--- src/design/uab_pkg.sv ---
// Constants shared by the serial port core and its receive buffer.
// Assumes a single 250 MHz system clock.
package uab_pkg;
    // Control register bit positions
    localparam int CTL_MODE_BIT = 7;
    localparam int CTL_MCE_BIT = 5;
    localparam int CTL_REN_BIT = 4;
    localparam int CTL_TB8_BIT = 3;
    localparam int CTL_RB8_BIT = 2;
    localparam int CTL_TI_BIT = 1;
    localparam int CTL_RI_BIT = 0;
    localparam logic [7:0] CTL_RESET = 8'h40;
    localparam logic [7:0] DATA_RESET = 8'h00;
    // Timer and divider constants
    localparam logic [8:0] TIMER_SPAN = 9'h100;
    localparam logic [2:0] SRC_SYS = 3'h0;
    localparam logic [2:0] SRC_DIV4 = 3'h1;
    localparam logic [2:0] SRC_DIV12 = 3'h2;
    localparam logic [2:0] SRC_DIV48 = 3'h3;
    localparam logic [2:0] SRC_EXT8 = 3'h4;
    localparam logic [2:0] SRC_PIN = 3'h5;
    localparam logic [5:0] DIV4_LAST = 6'h03;
    localparam logic [5:0] DIV12_LAST = 6'h0B;
    localparam logic [5:0] DIV48_LAST = 6'h2F;
    localparam logic [2:0] EXT8_LAST = 3'h7;
    // Bit slot counts per frame after the start bit (data, ninth and stop)
    localparam logic [3:0] BITS_8 = 4'h9;
    localparam logic [3:0] BITS_9 = 4'hA;
    typedef enum {TX_IDLE, TX_START, TX_DATA, TX_STOP} uab_tx_state_type;
    typedef enum {RX_IDLE, RX_START, RX_DATA, RX_STOP} uab_rx_state_type;
endpackage

--- src/design/uab_rx_holding.sv ---
// Receive holding register: the buffered receive byte; the ninth bit stays in the core's rb8.
// Assumes load pulses come from the core's receive accept logic.
`timescale 1ns/1ns
module uab_rx_holding
    import uab_pkg::*;
(
    // Clock and reset
    input wire logic clock_i,
    input wire logic resetn_i,
    // Load side
    input wire logic load_i,
    input wire logic [7:0] data_i,
    // Read side
    output logic [7:0] data_o
);
    typedef struct packed
    {
        logic [7:0] data;
    } uab_hold_type;
    uab_hold_type st_reg;
    uab_hold_type st_next;

    // Load only on an accepted character
    always_comb
    begin
        st_next = st_reg;
        if (load_i)
        begin
            st_next.data = data_i;
        end
    end

    // State register
    always_ff @(posedge clock_i or negedge resetn_i)
    begin
        if (!resetn_i)
        begin
            st_reg <= '{data: DATA_RESET};
        end
        else
        begin
            st_reg <= st_next;
        end
    end

    assign data_o = st_reg.data;
endmodule

--- src/design/uab_uart.sv ---
// Full-duplex serial port with 8/9-bit frames and timer-based baud clock.
// Assumes a CPU-side register port of strobes on the same clock.
`timescale 1ns/1ns
module uab_uart
    import uab_pkg::*;
(
    // Clock and reset
    input wire logic clock_i,
    input wire logic resetn_i,
    // Data buffer access
    input wire logic data_write_i,
    input wire logic [7:0] data_wdata_i,
    output logic [7:0] data_rdata_o,
    // Control register access
    input wire logic ctl_write_i,
    input wire logic [7:0] ctl_wdata_i,
    output logic [7:0] serial_control_reg_o,
    // Timer 1 setup
    input wire logic timer1_run_i,
    input wire logic [2:0] timer1_source_i,
    input wire logic [7:0] timer1_reload_byte_i,
    output logic [7:0] timer1_low_count_o,
    // Interrupt enable and request
    input wire logic int_enable_i,
    output logic int_o,
    // Pins
    input wire logic ext_osc_i,
    input wire logic timer1_external_input_i,
    input wire logic serial_in_pin_i,
    output logic serial_out_pin_o
);
    typedef struct packed
    {
        logic [2:0] sync_rx;
        logic [2:0] sync_osc;
        logic [2:0] sync_t1;
        logic [5:0] pre_cnt;
        logic [2:0] osc_cnt;
        logic [7:0] tx_timer;
        logic [7:0] rx_timer;
        logic tx_half;
        logic rx_half;
        logic mode9;
        logic mce;
        logic ren;
        logic tb8;
        logic rb8;
        logic ti;
        logic ri;
        uab_tx_state_type tx_state;
        logic [8:0] tx_shift;
        logic [3:0] tx_cnt;
        logic tx_pin;
        uab_rx_state_type rx_state;
        logic [8:0] rx_shift;
        logic [3:0] rx_cnt;
        logic rx_prev;
    } uab_state_type;
    uab_state_type st_reg;
    uab_state_type st_next;
    logic rx_load;
    logic [7:0] rx_load_data;

    // Receive holding register, read through the data buffer
    uab_rx_holding u_hold
    (
        .clock_i(clock_i),
        .resetn_i(resetn_i),
        .load_i(rx_load),
        .data_i(rx_load_data),
        .data_o(data_rdata_o)
    );

    // Whole next-state computation
    always_comb
    begin
        logic tick;
        logic tx_ovf;
        logic rx_ovf;
        logic tx_bit;
        logic rx_bit;
        logic rx_in;
        logic start_seen;
        logic accept;
        logic [3:0] last_slot;
        tick = 1'b0;
        tx_ovf = 1'b0;
        rx_ovf = 1'b0;
        tx_bit = 1'b0;
        rx_bit = 1'b0;
        accept = 1'b0;
        rx_in = st_reg.sync_rx[1];
        start_seen = st_reg.rx_prev && !st_reg.sync_rx[1];
        st_next = st_reg;
        rx_load = 1'b0;
        rx_load_data = st_reg.rx_shift[7:0];
        last_slot = st_reg.mode9 ? BITS_9 : BITS_8;
        // Pin synchronisers; only stage 1 and up are read
        st_next.sync_rx = {st_reg.sync_rx[1:0], serial_in_pin_i};
        st_next.sync_osc = {st_reg.sync_osc[1:0], ext_osc_i};
        st_next.sync_t1 = {st_reg.sync_t1[1:0], timer1_external_input_i};
        // Timer clock source selection
        st_next.pre_cnt = st_reg.pre_cnt + 6'h01;
        if (st_reg.sync_osc[1] && !st_reg.sync_osc[2])
        begin
            st_next.osc_cnt = st_reg.osc_cnt + 3'h1;
        end
        case (timer1_source_i)
            SRC_SYS: tick = 1'b1;
            SRC_DIV4: tick = (st_reg.pre_cnt[1:0] == DIV4_LAST[1:0]);
            // Four evenly spaced ticks per 48-clock prescaler lap
            SRC_DIV12: tick = ((st_reg.pre_cnt % (DIV12_LAST + 6'h01))
                == DIV12_LAST);
            SRC_DIV48: tick = (st_reg.pre_cnt == DIV48_LAST);
            SRC_EXT8: tick = st_reg.sync_osc[1] && !st_reg.sync_osc[2]
                && (st_reg.osc_cnt == EXT8_LAST);
            SRC_PIN: tick = !st_reg.sync_t1[1] && st_reg.sync_t1[2];
            default: tick = 1'b0;
        endcase
        if (st_reg.pre_cnt == DIV48_LAST)
        begin
            st_next.pre_cnt = 6'h00;
        end
        // Auto-reload transmit timer and hidden receive copy
        if (timer1_run_i && tick)
        begin
            tx_ovf = (st_reg.tx_timer == 8'hFF);
            rx_ovf = (st_reg.rx_timer == 8'hFF);
            // Period is 256 minus reload ticks
            st_next.tx_timer = tx_ovf ? timer1_reload_byte_i
                : st_reg.tx_timer + 8'h01;
            st_next.rx_timer = rx_ovf ? timer1_reload_byte_i
                : st_reg.rx_timer + 8'h01;
        end
        // Overflows halved into bit ticks
        if (tx_ovf)
        begin
            st_next.tx_half = !st_reg.tx_half;
            tx_bit = st_reg.tx_half;
        end
        if (rx_ovf)
        begin
            st_next.rx_half = !st_reg.rx_half;
            rx_bit = st_reg.rx_half;
        end
        // Control register writes; done flags only cleared by software
        if (ctl_write_i)
        begin
            st_next.mode9 = ctl_wdata_i[CTL_MODE_BIT];
            st_next.mce = ctl_wdata_i[CTL_MCE_BIT];
            st_next.ren = ctl_wdata_i[CTL_REN_BIT];
            st_next.tb8 = ctl_wdata_i[CTL_TB8_BIT];
            st_next.rb8 = ctl_wdata_i[CTL_RB8_BIT];
            st_next.ti = ctl_wdata_i[CTL_TI_BIT];
            st_next.ri = ctl_wdata_i[CTL_RI_BIT];
        end
        // Transmitter
        case (st_reg.tx_state)
            TX_IDLE:
            begin
                st_next.tx_pin = 1'b1;
                if (data_write_i)
                begin
                    // Ninth slot carries tb8 in 9-bit mode, else idle high
                    st_next.tx_shift = {(st_reg.mode9 ? st_reg.tb8 : 1'b1),
                        data_wdata_i};
                    st_next.tx_state = TX_START;
                end
            end
            TX_START:
            begin
                if (tx_bit)
                begin
                    st_next.tx_pin = 1'b0;
                    st_next.tx_cnt = 4'h0;
                    st_next.tx_state = TX_DATA;
                end
            end
            TX_DATA:
            begin
                if (tx_bit)
                begin
                    st_next.tx_cnt = st_reg.tx_cnt + 4'h1;
                    if (st_reg.tx_cnt == last_slot - 4'h1)
                    begin
                        st_next.tx_pin = 1'b1;
                        st_next.ti = 1'b1;
                        st_next.tx_state = TX_STOP;
                    end
                    else
                    begin
                        // LSB first, ninth bit last in 9-bit mode
                        st_next.tx_pin = st_reg.tx_shift[0];
                        st_next.tx_shift = {1'b1, st_reg.tx_shift[8:1]};
                    end
                end
            end
            TX_STOP:
            begin
                if (tx_bit)
                begin
                    st_next.tx_state = TX_IDLE;
                end
            end
            default: st_next.tx_state = TX_IDLE;
        endcase
        // Receiver
        st_next.rx_prev = rx_in;
        case (st_reg.rx_state)
            RX_IDLE:
            begin
                if (start_seen && st_reg.ren && timer1_run_i)
                begin
                    st_next.rx_timer = timer1_reload_byte_i;
                    st_next.rx_half = 1'b0;
                    st_next.rx_cnt = 4'h0;
                    st_next.rx_state = RX_START;
                end
            end
            RX_START:
            begin
                // First halved tick lands mid start bit
                if (rx_ovf && !st_reg.rx_half)
                begin
                    st_next.rx_state = rx_in ? RX_IDLE : RX_DATA;
                end
            end
            RX_DATA:
            begin
                if (rx_ovf && !st_reg.rx_half)
                begin
                    st_next.rx_cnt = st_reg.rx_cnt + 4'h1;
                    if (st_reg.rx_cnt == last_slot - 4'h1)
                    begin
                        st_next.rx_state = RX_STOP;
                    end
                    // 9-bit stop sample is dropped so bit 0 is kept
                    if (!st_reg.mode9 || st_reg.rx_cnt != last_slot - 4'h1)
                    begin
                        st_next.rx_shift = {rx_in, st_reg.rx_shift[8:1]};
                    end
                end
            end
            RX_STOP:
            begin
                // Bit 8 is the stop bit, or the ninth bit in 9-bit mode
                if (st_reg.mode9)
                begin
                    accept = st_reg.ren && !st_reg.ri
                        && (!st_reg.mce || st_reg.rx_shift[8]);
                end
                else
                begin
                    accept = st_reg.ren && !st_reg.ri
                        && (!st_reg.mce || st_reg.rx_shift[8]);
                end
                // Overrun: held byte kept, new one dropped
                if (accept)
                begin
                    rx_load = 1'b1;
                    st_next.rb8 = st_reg.rx_shift[8];
                    st_next.ri = 1'b1;
                end
                st_next.rx_state = RX_IDLE;
            end
            default: st_next.rx_state = RX_IDLE;
        endcase
        if (!st_reg.ren)
        begin
            st_next.rx_state = RX_IDLE;
        end
    end

    // State register
    always_ff @(posedge clock_i or negedge resetn_i)
    begin
        if (!resetn_i)
        begin
            st_reg <= '0;
            st_reg.sync_rx <= 3'h7;
            st_reg.rx_prev <= 1'b1;
            st_reg.tx_pin <= 1'b1;
            st_reg.tx_shift <= 9'h1FF;
            st_reg.tx_state <= TX_IDLE;
            st_reg.rx_state <= RX_IDLE;
        end
        else
        begin
            st_reg <= st_next;
        end
    end

    // Outputs
    assign serial_out_pin_o = st_reg.tx_pin;
    assign timer1_low_count_o = st_reg.tx_timer;
    assign serial_control_reg_o = {st_reg.mode9, CTL_RESET[6], st_reg.mce,
        st_reg.ren, st_reg.tb8, st_reg.rb8, st_reg.ti, st_reg.ri};
    assign int_o = int_enable_i && (st_reg.ti || st_reg.ri);
endmodule

--- config.mk ---
export PLATFORM = sky130hd
export DESIGN_NAME = uab_uart
export DESIGN_NICKNAME = d
export VERILOG_FILES = /design/src/design/uab_pkg.sv /design/src/design/uab_rx_holding.sv /design/src/design/uab_uart.sv
export SDC_FILE = /design/constraint.sdc
export NUM_CORES = 1
export LEC_CHECK = 0
export BUFFER_PORTS_ARGS = -buffer_cell sky130_fd_sc_hd__buf_4
export CORE_MARGIN = 2
export CORE_UTILIZATION = 60
export DETAILED_ROUTE_END_ITERATION = 10
export PLACE_DENSITY = 0.83
export SETUP_SLACK_MARGIN = 0.2
export SLEW_MARGIN = 5
export SYNTH_ARGS = -nofsm -noshare
export SYNTH_HDL_FRONTEND = slang
export SYNTH_HIERARCHICAL = 1
export SYNTH_SLANG_ARGS = --single-unit
--- constraint.sdc ---
create_clock -name clock_i -period 4.23 [get_ports clock_i]
set_input_delay 0.423 -clock clock_i [delete_from_list [all_inputs] [get_ports clock_i]]
set_output_delay 0.423 -clock clock_i [all_outputs]
set_load 0.1 [all_outputs]
==> impl_metrics.yaml <==
outcome:
  status: "complete, no violations"
pwr:
  ir_worst_vdd_uv: 507.6
  p_leak_uw: 0.002208
  power.density_nw_per_um2: 530.7
synth:
  synth_mux_area_frac: 0.08079
  synthesis.area_um2: 4259
  ys_ff_latch: 82
  synth_xor_area_frac: 0.02262
  syn_avg_cell_area_um2: 10.65
  seq_area_frac_synth: 0.4856
  synth_edf_count: 0
  synth_fa_ha_area_frac: 0.04994
  synth_top_flop_cell: "dfrtp_1"
  synthArstFlopShare: 1.000
  synthDistinctLibCells: 61
  synth-simple-area-share: 0.1387
  syn_nets: 453
  synth_top_family_by_area: "compound AO/OA/AOI/OAI gates"
  synth_compound_area_frac: 0.1627
  synthCells: 400
  ys_warn_count: 6
floorplan:
  placementRows: 30
  die_x_um: 88.25
  die_y_um: 88.25
  placeableCoreArea_um2: 6832
  start_util: 0.6234
  die_area_um2: 7788
  io_pins: 62
clock_tree:
  clock-sinks: 82
  htree_levels: 3
  path_clk_slew_ps: 90
  postCtsSetupRepairBufs: 0
  insertion_delay_ps: 350
  cts_resized: 0
  root_buffer: "clkbuf_8"
  cts_tree: "yes"
  numCtsBuffers: 9
  postCtsHoldBufs: 0
  cts_max_path_buffers: 2
finish:
  largest_reg_flops: 44
  drive_above_1_share: 0.2635
  diodes: 0
  fin_nets: 492
  syn_to_final_growth_pct: 13.63
setup_path:
  cp_data_arrival_time_ps: 3450
  timing.rr.end: "rx_load_data[2]"
  max_stage_delay_ps: 460
  crit_start: "st_reg[117]"
  crit_end: "rx_load_data[2]"
  critPathTopFamily: "compound AO/OA/AOI/OAI gates"
  worst-path-buf-inv: 0
  ff2ff_setup_slack_ps: 1010
  cp_max_fo: 11
  required_ps: 4460
  crit_top_cell: "ha_1"
  reg2regPathDepth: 11
  path_cells: "ha_1 -> ha_1 -> nand3b_1 -> a221oi_1 -> a211oi_4 -> nand2b_1 -> nor2_1 -> ha_1 -> nand2_1 -> a41o_1 -> mux2_2"
  critical_path_cell_count: 11
  r2r_start: "st_reg[117]"
  critPathLaunchType: "flop"
  endpoint_kind: "flop"
  path_class: "reg2reg"
  worst_path_max_delay_cell: "nand2b_1"
drt:
  dr.pass1.iters: 4
  num_vias: 3134
  routed_wl_um: 8161
  postRouteAntennaNets: 0
  remaining_drc_errors: 0
  viasPerCell: 5.804
  routedWlPerCell_um: 15.11
  drt-initial-drc-count: 198
sta:
  maxSlewHeadroom: 0.1949
  worst_pin_slew_ps: 1208
  hold_viol_final: 0
  finalCriticalPeriod_ps: 3220
  post-route-period-util: 0.7613
  fin_ws_ps: 1010
  clock_skew_ps: 6.878
  fmax_mhz: 310.5
  slew_violations: 0
  tns_ps: 0
  rsz0062_at_grt: "no"
  setup_viol_count_final: 0
global_route:
  overflow: 0
  grt_pass1_vias: 3067
  grt_pass1_wl_um: 13970
  grtUsageTotal: 0.2281
  antenna_found_initial: 0
  grt_max_degree: 83
placement:
  gp_congestion: 0.8867
  post-place-ws_ps: 1015
  numPortBuffers: 59
  hpwlAfterDp_um: 5606
job:
  drv_cap: 0
worst_hold_path:
  hold_path.class: "in2reg"
how the worst min path moves through the flow:
stage            startpoint              end  slack, ps  cells after the start
2_1_floorplan      resetn_i  rx_load_data[0]        130                      0
3_3_place_gp   st_next[127]     st_next[128]        330                      0
3_5_place_dp   st_next[130]     st_next[131]        340                      0
4_1_cts           ext_osc_i     st_next[130]        160                      1
5_1_grt           ext_osc_i     st_next[130]        150                      1
6_report          ext_osc_i     st_next[130]        180                      1
final cells by class:
| cell class | count | area [um^2] |
|---|---|---|
| repair buffers | 60 | 450.4 |
| clock buffers | 9 | 123.9 |
| flip-flops and latches | 82 | 2068 |
| clock inverters | 7 | 80.08 |
| well taps | 96 | 120.1 |
| inverters | 15 | 56.30 |
| fillers | 513 | 1992 |
| multi-input cells | 271 | 1941 |
power breakdown:
| group | internal, uW | leakage, uW | switching [uW] | total (uW) |
|---|---|---|---|---|
| sequential | 966 | 0.00102 | 147 | 1110 |
| clock | 277 | 0.0000956 | 297 | 573 |
| combinational | 328 | 0.00109 | 555 | 883 |
kinds of logic after synthesis:
family / after synthesis
XOR/XNOR: 11
other: 1
adder cells (fa/ha/maj): 17
AO/OA/AOI/OAI: 101
buffers and inverters: 47
AND/OR/NAND/NOR: 113
flip-flops: 82
multiplexers: 28
worst register-to-register path, cell delays in order (launching register included):
cell and delay, ps:
dfrtp_1 400, ha_1 200, ha_1 170, nand3b_1 80
a221oi_1 110, a211oi_4 430, nand2b_1 460, nor2_1 90
ha_1 280, nand2_1 140, a41o_1 360, mux2_2 390
through the flow:
| step | hold slack [ps] | instance area, um^2 | instances | util | power, uW |
|---|---|---|---|---|---|
| after detailed placement | 335.6 | 4636 | 524 | 0.6786 | 2006 |
| after floorplan | 127.4 | 4259 | 400 | - | 1831 |
| final | 176.8 | 4840 | 540 | 0.7084 | 2569 |
| after global routing | 151.4 | 4840 | 540 | 0.7084 | 2723 |
| after global placement | 332.2 | 4636 | 524 | 0.6786 | 1959 |
| after CTS | 155.6 | 4840 | 540 | 0.7084 | 2581 |
routing by layer:
metal  part of all wire  wire (um)  GRT usage
met2               0.48       3925     0.3787
met5                  0          0          0
met3              0.050        408    0.04944
met4              0.015        126    0.07300
met1               0.45       3701     0.3014
synth_stat cells, drive strengths merged (2+ instances only):
master | instances | area, um^2
a211o | 4 | 35.03
a211oi | 2 | 32.53
a21boi | 3 | 22.52
a21o | 2 | 15.01
a21oi | 17 | 85.08
a221oi | 2 | 17.52
a22o | 6 | 52.55
a31oi | 3 | 18.77
and2 | 2 | 12.51
and3 | 4 | 25.02
and4b | 2 | 20.02
buf | 23 | 160.2
clkbuf | 9 | 33.78
dfrtp | 69 | 1727
dfstp | 13 | 341.6
ha | 17 | 212.7
inv | 15 | 56.30
mux2 | 24 | 304.0
mux2i | 4 | 40.04
nand2 | 23 | 86.33
nand2b | 8 | 50.05
nand3 | 14 | 70.07
nand3b | 3 | 22.52
nand4 | 6 | 37.54
nor2 | 24 | 90.09
nor2b | 9 | 56.30
nor3 | 6 | 30.03
nor3b | 3 | 22.52
nor4b | 2 | 17.52
o211ai | 3 | 22.52
o21a | 3 | 22.52
o21ai | 22 | 110.1
o22ai | 18 | 112.6
o31ai | 5 | 37.54
or3 | 3 | 18.77
xnor2 | 4 | 35.03
xor2 | 7 | 61.31
cell usage in the layout, fill, tap and decap left out, types with 5 or more instances in the layout:
master	n
nand2b_1	8
nand2_1	23
nand4_1	6
ha_1	17
mux2_2	14
o21ai_1	5
mux2_4	9
a21oi_1	17
o22ai_1	18
nor2_1	24
dfrtp_1	69
a22o_1	6
o31ai_1	5
nand3_1	14
nor2b_1	9
clkbuf_8	9
o21ai_0	17
inv_1	14
dfstp_2	13
xor2_1	7
nor3_1	6
buf_4	60
Power figures use the tool's default switching activity.
